[src/shared/pslv_pkg.sv]
// constants, register map and phase encoding for the parallel slave port
package pslv_pkg;
	// ****************************************
	// register indices (byte address is four times the index)
	// ****************************************
	localparam logic [9:0] IDX_PORT_D_LATCH = 10'h008;
	localparam logic [9:0] IDX_PORT_E_PINS = 10'h009;
	localparam logic [9:0] IDX_IRQ_FLAGS = 10'h00c;
	localparam logic [9:0] IDX_PORT_D_DIRECTION = 10'h088;
	localparam logic [9:0] IDX_PORT_E_CTRL = 10'h089;
	localparam logic [9:0] IDX_IRQ_ENABLES = 10'h08c;
	localparam logic [9:0] IDX_CONVERTER_CONFIG = 10'h09f;

	// ****************************************
	// field positions
	// ****************************************
	localparam int BIT_INPUT_FULL = 7;
	localparam int BIT_OUTPUT_FULL = 6;
	localparam int BIT_INPUT_OVERRUN = 5;
	localparam int BIT_SLAVE_PORT_ENABLE = 4;
	localparam int BIT_SLAVE_PORT_IRQ = 7;
	localparam int PIN_READ_STROBE = 0;
	localparam int PIN_WRITE_STROBE = 1;
	localparam int PIN_CHIP_SELECT = 2;

	// ****************************************
	// reset values
	// ****************************************
	localparam logic [2:0] RST_PORT_E_DIRECTION = 3'h7;
	localparam logic [7:0] RST_PORT_D_DIRECTION = 8'hff;
	localparam logic [7:0] RST_IRQ_FLAGS = 8'h00;
	localparam logic [7:0] RST_IRQ_ENABLES = 8'h00;
	localparam logic [7:0] RST_CONVERTER_CONFIG = 8'h00;
	localparam logic [7:0] CONVERTER_CONFIG_MASK = 8'h8f;

	// ****************************************
	// timing
	// ****************************************
	localparam int SYNC_STAGES = 3;
	localparam int COMPLETION_MAX_CYCLES = 8;

	// instruction cycle phases, one core clock each
	typedef enum logic [1:0] {
		PSLV_PH_ONE = 2'b00,
		PSLV_PH_TWO = 2'b01,
		PSLV_PH_THREE = 2'b10,
		PSLV_PH_FOUR = 2'b11
	} pslv_phase_t;
endpackage : pslv_pkg

[src/logic/pslv_parallel_slave_port.sv]
// parallel slave port on port D/E with an APB register slave
// Overview of operation
// - enable bit set turns port D into an 8-bit parallel slave port
// - port E pins 0,1,2 become read strobe, write strobe, chip select (low)
// - two 8-bit latches share one address: firmware writes out, reads in
// - port D direction register is ignored in slave-port mode
// - external write starts on chip select and write strobe both low
// - write end sets input-full on phase four after the next phase two
// - write end sets interrupt flag in the same cycle as input-full
// - input-full clears when firmware reads the port D input latch or the mode is disabled
// - second external write with input unread sets input-overrun flag
// - external read start immediately clears output-full flag
// - read end sets interrupt flag on phase four after next phase two
// - output-full stays low after a read until firmware writes port D
// - input-full and output-full are held clear while mode is disabled
// - input-overrun is never cleared by hardware, only by firmware zero write
// - interrupt flag latched until cleared; request only while enabled
// - external accesses are asynchronous, driven only by strobe levels
// - output-full reads 1 while a firmware byte awaits the external read
// - read strobe low with chip select low means a read of port D
module pslv_parallel_slave_port (
	input wire logic core_clk,
	input wire logic nrst,
	input wire logic psel,
	input wire logic penable,
	input wire logic pwrite,
	input wire logic [11:0] paddr,
	input wire logic [31:0] pwdata,
	input wire logic [3:0] pstrb,
	output logic [31:0] prdata,
	output logic pready,
	output logic pslverr,
	input wire logic [7:0] portDIn,
	output logic [7:0] portDOut,
	output logic [7:0] portDOe,
	input wire logic [2:0] portEIn,
	output logic [2:0] portEOut,
	output logic [2:0] portEOe,
	output logic slavePortIrq
);
	// ****************************************
	// state
	// ****************************************
	logic [7:0] dSync [pslv_pkg::SYNC_STAGES];
	logic [2:0] eSync [pslv_pkg::SYNC_STAGES];
	logic [2:0] eLevel;
	logic wrActPrev;
	logic rdActPrev;
	logic [7:0] inLatch;
	logic [7:0] outLatch;
	logic [7:0] dirD;
	logic [2:0] outE;
	logic [2:0] dirE;
	logic modeOn;
	logic inputFull;
	logic outputFull;
	logic overrun;
	logic [7:0] irqFlags;
	logic [7:0] irqEnables;
	logic [7:0] convCfg;
	pslv_pkg::pslv_phase_t phase;
	logic wrPend;
	logic wrArmed;
	logic rdPend;
	logic rdArmed;

	logic csLow;
	logic wrLow;
	logic rdLow;
	logic wrAct;
	logic rdAct;
	logic wrStart;
	logic wrEnd;
	logic rdStart;
	logic rdEnd;
	logic wrDone;
	logic rdDone;
	logic setup;
	logic access;
	logic [9:0] idx;
	logic fwWrite;
	logic fwReadD;
	logic fwWriteD;
	logic fwWriteCtrl;
	logic fwWriteFlags;
	logic mapped;
	logic [7:0] next_rdata;

	// ****************************************
	// pin synchronisers
	// ****************************************
	// three stages; the first feeds only the second
	always_ff @(posedge core_clk) begin
		if (!nrst) begin
			for (int i = 0; i < pslv_pkg::SYNC_STAGES; i++) begin
				dSync[i] <= 8'h00;
				eSync[i] <= 3'h7;
			end
		end else begin
			dSync[0] <= portDIn;
			eSync[0] <= portEIn;
			for (int i = 1; i < pslv_pkg::SYNC_STAGES; i++) begin
				dSync[i] <= dSync[i-1];
				eSync[i] <= eSync[i-1];
			end
		end
	end

	// strobe level follows once the last two stages agree, filtering glitches
	always_ff @(posedge core_clk) begin
		if (!nrst) begin
			eLevel <= 3'h7;
		end else begin
			for (int i = 0; i < 3; i++) begin
				if (eSync[1][i] == eSync[2][i]) begin
					eLevel[i] <= eSync[2][i];
				end
			end
		end
	end

	assign csLow = !eLevel[pslv_pkg::PIN_CHIP_SELECT];
	assign wrLow = !eLevel[pslv_pkg::PIN_WRITE_STROBE];
	assign rdLow = !eLevel[pslv_pkg::PIN_READ_STROBE];
	assign wrAct = modeOn && csLow && wrLow;
	assign rdAct = modeOn && csLow && rdLow;
	assign wrStart = wrAct && !wrActPrev;
	assign wrEnd = !wrAct && wrActPrev;
	assign rdStart = rdAct && !rdActPrev;
	assign rdEnd = !rdAct && rdActPrev;

	// edge history of the decoded strobes
	always_ff @(posedge core_clk) begin
		if (!nrst) begin
			wrActPrev <= 1'b0;
			rdActPrev <= 1'b0;
		end else begin
			wrActPrev <= wrAct;
			rdActPrev <= rdAct;
		end
	end

	// ****************************************
	// instruction phase and completion timing
	// ****************************************
	always_ff @(posedge core_clk) begin
		if (!nrst) begin
			phase <= pslv_pkg::PSLV_PH_ONE;
		end else begin
			case (phase)
				pslv_pkg::PSLV_PH_ONE: phase <= pslv_pkg::PSLV_PH_TWO;
				pslv_pkg::PSLV_PH_TWO: phase <= pslv_pkg::PSLV_PH_THREE;
				pslv_pkg::PSLV_PH_THREE: phase <= pslv_pkg::PSLV_PH_FOUR;
				pslv_pkg::PSLV_PH_FOUR: phase <= pslv_pkg::PSLV_PH_ONE;
				default: phase <= pslv_pkg::PSLV_PH_ONE;
			endcase
		end
	end

	assign wrDone = wrPend && wrArmed && phase == pslv_pkg::PSLV_PH_FOUR;
	assign rdDone = rdPend && rdArmed && phase == pslv_pkg::PSLV_PH_FOUR;

	// a finished strobe waits for a phase two, then completes at phase four
	always_ff @(posedge core_clk) begin
		if (!nrst) begin
			wrPend <= 1'b0;
			wrArmed <= 1'b0;
			rdPend <= 1'b0;
			rdArmed <= 1'b0;
		end else begin
			wrPend <= wrEnd || (wrPend && !wrDone);
			wrArmed <= wrPend && !wrDone && (wrArmed || phase == pslv_pkg::PSLV_PH_TWO);
			rdPend <= rdEnd || (rdPend && !rdDone);
			rdArmed <= rdPend && !rdDone && (rdArmed || phase == pslv_pkg::PSLV_PH_TWO);
		end
	end

	// ****************************************
	// apb decode
	// ****************************************
	assign setup = psel && !penable;
	assign access = psel && penable && pready;
	assign idx = paddr[11:2];
	assign fwWrite = access && pwrite && pstrb[0];
	assign fwReadD = access && !pwrite && idx == pslv_pkg::IDX_PORT_D_LATCH;
	assign fwWriteD = fwWrite && idx == pslv_pkg::IDX_PORT_D_LATCH;
	assign fwWriteCtrl = fwWrite && idx == pslv_pkg::IDX_PORT_E_CTRL;
	assign fwWriteFlags = fwWrite && idx == pslv_pkg::IDX_IRQ_FLAGS;

	always_comb begin
		mapped = 1'b1;
		next_rdata = 8'h00;
		case (idx)
			pslv_pkg::IDX_PORT_D_LATCH: next_rdata = modeOn ? inLatch : dSync[2];
			pslv_pkg::IDX_PORT_E_PINS: next_rdata = {5'h00, eSync[2]};
			pslv_pkg::IDX_IRQ_FLAGS: next_rdata = irqFlags;
			pslv_pkg::IDX_PORT_D_DIRECTION: next_rdata = dirD;
			pslv_pkg::IDX_PORT_E_CTRL: next_rdata = {inputFull, outputFull, overrun,
				modeOn, 1'b0, dirE};
			pslv_pkg::IDX_IRQ_ENABLES: next_rdata = irqEnables;
			pslv_pkg::IDX_CONVERTER_CONFIG: next_rdata = convCfg;
			default: mapped = 1'b0;
		endcase
	end

	// one wait-free access phase; answer prepared during setup
	always_ff @(posedge core_clk) begin
		if (!nrst) begin
			pready <= 1'b0;
			pslverr <= 1'b0;
			prdata <= 32'h00000000;
		end else begin
			pready <= setup;
			pslverr <= setup && !mapped;
			prdata <= setup && !pwrite ? {24'h000000, next_rdata} : 32'h00000000;
		end
	end

	// ****************************************
	// firmware-owned registers
	// ****************************************
	always_ff @(posedge core_clk) begin
		if (!nrst) begin
			outLatch <= 8'h00;
			dirD <= pslv_pkg::RST_PORT_D_DIRECTION;
			outE <= 3'h0;
			dirE <= pslv_pkg::RST_PORT_E_DIRECTION;
			modeOn <= 1'b0;
			irqEnables <= pslv_pkg::RST_IRQ_ENABLES;
			convCfg <= pslv_pkg::RST_CONVERTER_CONFIG;
		end else if (fwWrite) begin
			case (idx)
				pslv_pkg::IDX_PORT_D_LATCH: outLatch <= pwdata[7:0];
				pslv_pkg::IDX_PORT_E_PINS: outE <= pwdata[2:0];
				pslv_pkg::IDX_PORT_D_DIRECTION: dirD <= pwdata[7:0];
				pslv_pkg::IDX_PORT_E_CTRL: begin
					dirE <= pwdata[2:0];
					modeOn <= pwdata[pslv_pkg::BIT_SLAVE_PORT_ENABLE];
				end
				pslv_pkg::IDX_IRQ_ENABLES: irqEnables <= pwdata[7:0];
				pslv_pkg::IDX_CONVERTER_CONFIG: convCfg <= pwdata[7:0] & pslv_pkg::CONVERTER_CONFIG_MASK;
				default: ;
			endcase
		end
	end

	// ****************************************
	// slave-port latches and status flags
	// ****************************************
	// capture at strobe end, when the master's byte has certainly settled
	always_ff @(posedge core_clk) begin
		if (!nrst) begin
			inLatch <= 8'h00;
		end else if (wrEnd) begin
			inLatch <= dSync[2];
		end
	end

	// in every flag the hardware set wins over a same-cycle firmware clear; mode-off still clears input full
	always_ff @(posedge core_clk) begin
		if (!nrst) begin
			inputFull <= 1'b0;
		end else if (!modeOn) begin
			inputFull <= 1'b0;
		end else if (wrDone) begin
			inputFull <= 1'b1;
		end else if (fwReadD) begin
			inputFull <= 1'b0;
		end
	end

	always_ff @(posedge core_clk) begin
		if (!nrst) begin
			outputFull <= 1'b0;
		end else if (!modeOn) begin
			outputFull <= 1'b0;
		end else if (fwWriteD) begin
			outputFull <= 1'b1;
		end else if (rdStart) begin
			outputFull <= 1'b0;
		end
	end

	// overrun survives mode changes; only a firmware zero write clears it
	always_ff @(posedge core_clk) begin
		if (!nrst) begin
			overrun <= 1'b0;
		end else if (wrStart && inputFull) begin
			overrun <= 1'b1;
		end else if (fwWriteCtrl) begin
			overrun <= overrun && pwdata[pslv_pkg::BIT_INPUT_OVERRUN];
		end
	end

	// only the slave-port bit is hardware-set; the others are plain storage
	always_ff @(posedge core_clk) begin
		if (!nrst) begin
			irqFlags <= pslv_pkg::RST_IRQ_FLAGS;
		end else begin
			if (fwWriteFlags) begin
				irqFlags <= pwdata[7:0];
			end
			if (wrDone || rdDone) begin
				irqFlags[pslv_pkg::BIT_SLAVE_PORT_IRQ] <= 1'b1;
			end
		end
	end

	// ****************************************
	// pin drivers and interrupt request
	// ****************************************
	always_ff @(posedge core_clk) begin
		if (!nrst) begin
			portDOut <= 8'h00;
			portDOe <= 8'h00;
			portEOut <= 3'h0;
			portEOe <= 3'h0;
			slavePortIrq <= 1'b0;
		end else begin
			portDOut <= outLatch;
			// direction register is bypassed; the master's strobes decide
			portDOe <= modeOn ? {8{rdAct}} : ~dirD;
			portEOut <= outE;
			portEOe <= modeOn ? 3'h0 : ~dirE;
			slavePortIrq <= irqFlags[pslv_pkg::BIT_SLAVE_PORT_IRQ]
				&& irqEnables[pslv_pkg::BIT_SLAVE_PORT_IRQ];
		end
	end
endmodule : pslv_parallel_slave_port

[config.mk]
export PLATFORM = sky130hd
export DESIGN_NAME = pslv_parallel_slave_port
export DESIGN_NICKNAME = d
export VERILOG_FILES = /design/src/shared/pslv_pkg.sv /design/src/logic/pslv_parallel_slave_port.sv
export SDC_FILE = /design/constraint.sdc
export NUM_CORES = 1
export LEC_CHECK = 0
export BUFFER_PORTS_ARGS = -buffer_cell sky130_fd_sc_hd__buf_2
export CORE_MARGIN = 1
export CORE_UTILIZATION = 40
export DETAILED_ROUTE_END_ITERATION = 6
export GPL_ROUTABILITY_DRIVEN = 0
export GPL_TIMING_DRIVEN = 0
export PLACE_DENSITY_LB_ADDON = 0.05
export SYNTH_ARGS = -nofsm -noshare
export SYNTH_HDL_FRONTEND = slang
export SYNTH_SLANG_ARGS = --single-unit
[constraint.sdc]
create_clock -name core_clk -period 5.7 [get_ports core_clk]
set_clock_uncertainty 0.1 [all_clocks]
set_input_delay 0.57 -clock core_clk [delete_from_list [all_inputs] [get_ports core_clk]]
set_output_delay 0.57 -clock core_clk [all_outputs]
set_load 0.05 [all_outputs]
Yosys cells after proc, flatten, opt, wreduce, memory -nomap -nowiden
Memory sizes are Yosys's and may differ from the RTL's.
Cells that the tools add are included.
W data, S select, Z words.

storage, ports and cells
  input port bits = 64
  RAM bits = 33
  output and inout bits = 57
  memories = 2
  flip-flop bits (word level) = 123

memories
  name   depth  width  rd ports  clocked after memory_dff  wr ports  line                            RTL
  dSync  3      8      3         0                         3         pslv_parallel_slave_port.sv:44  logic [7:0] dSync [pslv_pkg::SYNC_STAGES];
  eSync  3      3      3         0                         3         pslv_parallel_slave_port.sv:45  logic [2:0] eSync [pslv_pkg::SYNC_STAGES];

operators by class
  eq/ne operators = 13
  bitwise gates (word level) = 9
  reductions and logical operators = 62
  mux-type cells = 21

operators with widths
  cell                   count
  $pmux W8 S7            1
  $mux W8                6
  $eq A10 B8 Y1 const B  4
  $eq A10 B4 Y1 const B  3
  $logic_and A1 B1 Y1    30
  $reduce_and A2 Y1      8
  $logic_not A1 Y1       12
  $mux W1                10
  $mux W3                3
  $not A8 Y8             1
  $pmux W2 S4            1
  $reduce_bool A2 Y1     4
  $reduce_or A7 Y1       1
  $or A1 B1 Y1           6
  $logic_or A1 B1 Y1     5
  $eq A2 B2 Y1 const B   2
  $eq A1 B1 Y1           3
  $not A3 Y3             1
  $eq A2 B1 Y1 const B   1
  $logic_not A2 Y1       1
  $reduce_or A2 Y1       1
  $not A1 Y1             1

Logic depth before layout (Yosys ltp)
Gate-level depths: netlist of the first run.

  depth after elaboration = 7
  depth in mapped cells = 7
  gate-level depth less buffers = 5

Worst setup path after synthesis of the first run
No wires, ideal clock.

  kind = in2reg
  start = in paddr[7]
  end = reg irqFlags[7]
  slack = 3.301 ns
  arrival time = 2.176 ns
  data required time = 5.477 ns
  stages on the path = 6
  path through = or4_1 -> buf_2 -> nor4b_4 -> nand3_1 -> a211oi_1 -> nor3b_1

on the way
  cells in the longest elaborated chain, start to end = 3

ends and longest elaborated chain
  element                       line                             RTL
  from (decl)                   pslv_parallel_slave_port.sv:27   input wire logic [11:0] paddr,
  $eq A10 B4 Y1                 pslv_parallel_slave_port.sv:188  assign fwWriteFlags = fwWrite && idx == pslv_pkg::IDX_IRQ_FLAGS;
  $logic_and A1 B1 Y1           pslv_parallel_slave_port.sv:188
  $reduce_bool A2 Y1 (no line)  n/a
  to (signal assigned)          pslv_parallel_slave_port.sv:298  irqFlags <= pslv_pkg::RST_IRQ_FLAGS;
  to (signal assigned)          pslv_parallel_slave_port.sv:301  irqFlags <= pwdata[7:0];
  to (decl)                     pslv_parallel_slave_port.sv:58   logic [7:0] irqFlags;

Every way passes these cells.
A chain may end at the register's enable or synchronous reset.

Worst setup path in the final report of the first run
Ends and elaborated chain as after synthesis.

==> run_results.csv, run 1 <==
group,metric,value,unit
die,start_util,41.6,%
clocking,cts-root-buf,"clkbuf_16",
clocking,clockBufferDepth,2,
clocking,cts_sinks,132,
sta,max_freq,405,MHz
min_path,hold_class,"input pin to register",
synthesis,synth_area_leader_cell,"dfxtp_1",
drt,drc,0,
grt,overflow,0,
finish,fill_cells,1170,
drt,routed_wl,11700,microns
synthesis,ys_ff_latch,132,
synthesis,synth.avg_cell_area,9.89,sq um
worst_setup_path,crit_type,"input pin to register",
finish,mostFrequentLayoutCell,"dfxtp_1",
sta,period_share,43.4,%
worst_setup_path,crit_arrival,2.66,ns
finish,finalCoreUtilization,51.1,%
sta,finalMaxSlewViolations,0,
grt,use_met2,31.7,%
power_and_ir_drop,p_leak,2.80,nW
synthesis,synth_top_area_share,52.3,%
drt,via_per_inst,4.65,
finish,final_nets,686,
clocking,cts_resized,0,
drt,first_pass_iters,4,
clocking,post_cts_buffers,0,
die,core,0.0122,sq mm
clocking,ctsHoldBuffers,0,
grt,grt_util_all_layers,19.1,%
drt,drt_iter0_drc,220,
sta,setup_viol,0,
synthesis,yosysWarnings,0,
job,drv_cap,0,
synthesis,syn_inst,511,
drt,via_count,3705,
sta,hold_viol,0,
clocking,htree_levels,4,
synthesis,ys_types,38,
drt,wl_per_cell,14.6,microns
clocking,clk_pin_slew,0.06,ns
clocking,cts_tree,"built",
grt,gr-max-usage-layer,"met2",
clocking,clk_latency,0.42,ns
status,status,"finished, final reports clean",
power_and_ir_drop,total_power,2.07,mW
finish,area_growth,22.9,%
worst_setup_path,crit_fanout,9,
power_and_ir_drop,power_density,334,mW/mm^2
sta,fin_crit,2.47,ns
grt,grt_max_degree,17,
sta,fin_ws,3.23,ns
finish,layout.cells.non_filler,796,
placed_design,dp.cells,767,
die,die_w,114,microns
clocking,cts_made_buffers,17,
grt,met3_usage,6.35,%
placed_design,pre_cts_slack,2.84,ns
power_and_ir_drop,max-vdd-ir-drop,0.000205,V
synthesis,synthTopCellsByArea,"dfxtp_1 (52%), mux2i_1 (11%), and2_1 (4.6%)",
die,ios,121,
placed_design,portBuffers,65,
worst_setup_path,worst_ep_required_time,5.89,ns
die,dieArea,0.0131,sq mm
synthesis,seq_area_frac_synth,52.3,%
sta,tightestPinTransition,0.989,ns
sta,fin_setup_tns,0,ns
die,die_y,114,microns
synthesis,synth_area,0.00505,sq mm
finish,drive_gt1_share,20.1,%
sta,whs,0.232,ns
finish,postLayoutCellArea,0.00621,sq mm
placed_design,hpwl,8480,microns
worst_setup_path,cp-end-kind,"register",
sta,slew_headroom,33.6,%
grt,grt_pass1_vias,3461,
finish,antenna_cells,0,
placed_design,place_area,0.00568,sq mm
die,num_rows,40,
grt,met1_usage,23.2,%
grt,grt_pass1_wl,18200,microns
worst_setup_path,crit_path_start_kind,"input pin",
drt,route.antenna.remaining_nets,0,
sta,rsz0062_at_grt,"no",
grt,antenna_found_initial,0,
finish,final_cell_mix,"dfxtp_1 (132), buf_2 (67), nand2_1 (58), mux2i_1 (55), and2_1 (37)",
routing by layer:
metal	wire, microns	up-vias
li1	-	1877
met1	5190	1722
met2	5640	97
met3	715	9
met4	96	0
met5	0	-
registers in the layout, summed over array words and instances (netlist names), 5 cells and up:
name	cells
dSync	24
prdata	8
eSync	9
irqFlags	8
inLatch	8
portDOe	8
portDOut	8
outLatch	8
convCfg	5
irqEnables	8
dirD	8
final timing paths:
path / from / to / slack [ns] / depth (start not counted)
max: paddr[7] / irqFlags[7] / 3.23 / 7
min: portEIn[2] / eSync[0][2] / 0.23 / 2
max reg2reg: pready / irqFlags[7] / 3.51 / 6
min reg2reg: eSync[0][1] / eSync[0][4] / 0.30 / 1
synthesized netlist by cell type:
library cell / count
a211oi_1: 2
a21boi_0: 14
a21oi_1: 12
a22o_1: 4
a22oi_1: 8
a32oi_1: 1
and2_1: 37
and3_1: 6
buf_1: 2
buf_2: 2
buf_4: 25
clkbuf_1: 19
conb_1: 1
dfxtp_1: 132
ha_1: 4
inv_1: 7
mux2_2: 2
mux2i_1: 55
nand2_1: 58
nand2b_1: 11
nand3_1: 12
nand3b_1: 2
nand4_1: 2
nand4_2: 2
nor2_1: 16
nor2b_1: 31
nor3_1: 4
nor3b_1: 3
nor3b_2: 2
nor4_1: 1
nor4b_4: 1
o21a_1: 1
o21ai_0: 26
o21ai_1: 1
o32ai_1: 1
or2_2: 2
or3_1: 1
or4_1: 1
worst max-delay path: stages:
cell and delay [ns]:
buf_2 0.10, or4_1 0.50, buf_2 0.17, nor4b_4 0.46, nand3_1 0.42, a211oi_1 0.36, nor3b_1 0.08
report_power, final:
part	switching (mW)	leakage (nW)	total, mW	internal [mW]
Sequential	0.00685	1.07	0.945	0.938
Combinational	0.0922	1.46	0.139	0.0469
Clock	0.367	0.262	0.991	0.624
final cells by class:
type	count	area [sq um]	area share [%]
clock buffer	24	482	7.76
sequential	132	2640	42.6
timing repair buffer	65	325	5.24
inverter	7	26.3	0.423
clock inverter	5	52.6	0.846
multi-input combinational	347	2190	35.3
tap	168	210	3.39
buffer	48	277	4.45
kinds of logic after synthesis:
| kind of cell | count (synthesis) | share of synthesized area (%) |
|---|---|---|
| flip-flops | 132 | 52.3 |
| other | 1 | 0.0742 |
| multiplexers | 57 | 11.3 |
| AND/OR/NAND/NOR | 192 | 20.7 |
| buffers and inverters | 55 | 5.99 |
| AO/OA/AOI/OAI | 70 | 8.62 |
| adder cells (fa/ha/maj) | 4 | 0.990 |
Note: power is estimated with default switching activity, not from simulation.
==> inputs of run 2 (changes only) <==
- clock period: 5.7 -> 2.1 ns (I/O delays scaled with it)
==> run_results.csv, run 2 (synthesized netlist as in run 1, its figures left out) <==
group,metric,value,unit
worst_setup_path,worstSetupStartpoint,"paddr[7]",
clocking,htree_levels,4,
finish,ff_latch_area,0.00264,sq mm
worst_setup_path,reg2reg_depth,6,
finish,finalCoreUtilization,52.7,%
drt,wl_per_cell,14.3,microns
worst_setup_path,r2r-end,"dirD[2]",
sta,max_freq,469,MHz
placed_design,portBuffers,65,
status,status,"finished with violations",
min_path,hold_class,"input pin to register",
worst_setup_path,crit_fanout,9,
worst_setup_path,crit_path_start_kind,"input pin",
worst_setup_path,crit_path_max_incr_delay,0.50,ns
sta,finalMaxSlewViolations,0,
worst_setup_path,crit_path_frequent_cell,"buf_2",
job,drv_cap,0,
finish,fill_cells,1129,
finish,area_growth,26.8,%
placed_design,dp.cells,767,
power_and_ir_drop,max-vdd-ir-drop,0.000531,V
status,failed_checks,"negative setup slack",
drt,via_per_inst,4.65,
drt,routed_wl,11600,microns
finish,final_nets,700,
drt,route.antenna.remaining_nets,0,
grt,grt_pass1_wl,18100,microns
power_and_ir_drop,pwr-share-seq,43.5,%
grt,grt_max_degree,17,
die,core,0.0122,sq mm
grt,overflow,0,
worst_setup_path,critPathCapture,"irqFlags[7]",
clocking,post_cts_buffers,0,
drt,drc,0,
power_and_ir_drop,p_int,4.63,mW
sta,setup_viol,3,
power_and_ir_drop,switchingPower,1.27,mW
clocking,clk_pin_slew,0.05,ns
finish,final_cell_mix,"dfxtp_1 (131), buf_2 (68), nand2_1 (58), mux2i_1 (55), and2_1 (37)",
power_and_ir_drop,switching_share,21.5,%
sta,rsz0062_at_grt,"yes",
finish,layout.cells.non_filler,811,
clocking,cts_made_buffers,17,
grt,antenna_found_initial,0,
die,ios,121,
sta,tightestPinTransition,1.08,ns
worst_setup_path,crit_chain,"buf_2 -> or4_1 -> buf_2 -> nor4b_4 -> nand3_1 -> a211oi_1 -> nor3b_1",
finish,top_register,"dSync",
drt,via_count,3772,
drt,drt_iter0_drc,161,
power_and_ir_drop,p_leak,2.88,nW
grt,grt_util_all_layers,19.0,%
finish,multi_input_area,0.00220,sq mm
die,die_y,114,microns
power_and_ir_drop,p_clk_share,49.8,%
sta,fin_ws,-0.0323,ns
worst_setup_path,crit_arrival,2.32,ns
finish,largest_reg_flops,24,
clocking,clk_latency,0.42,ns
die,dieArea,0.0131,sq mm
finish,drive_gt1_share,20.2,%
grt,grt_pass1_vias,3435,
clocking,clockBufferDepth,2,
drt,first_pass_iters,4,
die,start_util,41.6,%
worst_setup_path,crit_type,"input pin to register",
die,num_rows,40,
clocking,cts_tree,"built",
worst_setup_path,cp-end-kind,"register",
worst_setup_path,worst_ep_required_time,2.29,ns
worst_setup_path,r2r_slack,0.10,ns
clocking,cts-root-buf,"clkbuf_16",
sta,fin_crit,2.13,ns
sta,period_share,102,%
clocking,cts_sinks,132,
worst_setup_path,critPathSlowestCell,"or4_1",
finish,mostFrequentLayoutCell,"dfxtp_1",
die,die_w,114,microns
finish,reg_top3,"dSync: 24 flops, eSync: 9 flops",
sta,slew_headroom,27.5,%
worst_setup_path,r2r_start,"pready",
sta,hold_viol,0,
placed_design,hpwl,8350,microns
power_and_ir_drop,power_frac_comb,6.7,%
power_and_ir_drop,power_density,920,mW/mm^2
-- run 2: cell count changes in the layout (fill, tap and decap cells not counted), sizes merged --
cell,before,now
clkinvlp,1,0
dlygate4sd3,0,14
diode,0,1
clkinv,3,2
bufinv,1,3
-- run 2: area by class of cell --
type / count / share of cell area [%]
diodes: 1 / 0.0390
plain buffers: 48 / 4.35
clock buffers: 24 / 7.52
flip-flops and latches: 132 / 41.3
well taps: 168 / 3.28
multi-input cells: 347 / 34.3
inverters: 7 / 0.410
repair buffers: 79 / 7.26
clock inverters: 5 / 1.56
-- run 2: power by group through the flow --
stage / sequential, mW / clock (mW) / combinational, mW
2_1_floorplan: 2.62 / 0 / 0.268
3_3_place_gp: 2.62 / 0 / 0.371
3_5_place_dp: 2.62 / 0 / 0.377
4_1_cts: 2.56 / 3.00 / 0.397
5_1_grt: 2.57 / 3.11 / 0.432
6_report: 2.56 / 2.94 / 0.395
-- run 2: metrics by stage --
step	total power, mW	TNS [ns]	hold WS (ns)	cell area, sq um	setup slack, ns
after floorplan	2.89	0	0.211	5140	0.0612
after global placement	2.99	-9.22	0.290	5680	-0.367
after detailed placement	3.00	-10.99	0.291	5680	-0.439
after CTS	5.96	0	0.00401	6400	0.00194
after global routing	6.11	-1.34	0.0204	6410	-0.132
final	5.90	-0.0468	0.0225	6410	-0.0323
-- run 2: what timing repair did --
item                       in CTS  in global routing
resized for setup               1                  3
hold endpoints to repair       14                  0
setup endpoints to repair      14                 17
hold buffers                   14                  0
-- run 2: how the worst min path moves through the flow --
stage          cells past startpoint     endpoint         from  slack, ns
3_5_place_dp                       1  eSync[0][3]  eSync[0][0]       0.29
6_report                           3    prdata[6]       pwrite       0.02
2_1_floorplan                      1  eSync[0][0]   portEIn[0]       0.21
3_3_place_gp                       2  eSync[0][2]   portEIn[2]       0.29
5_1_grt                            3  irqFlags[5]    pwdata[5]       0.02
4_1_cts                            3  irqFlags[4]    pwdata[4]      0.004
-- run 2: metal layers --
metal	up-vias	track usage [%]	part of all wire [%]
met1	1744	23.3	46
met4	0	9.18	2.2
met2	96	30.8	48
met3	18	5.19	4.0
li1	1914	-	-
met5	-	0	0
-- run 2: worst max-delay path, delay by kind of cell --
family | cells | cell delay (ns)
AO/OA/AOI/OAI | 1 | 0.35
buffers and inverters | 2 | 0.28
AND/OR/NAND/NOR | 4 | 1.48
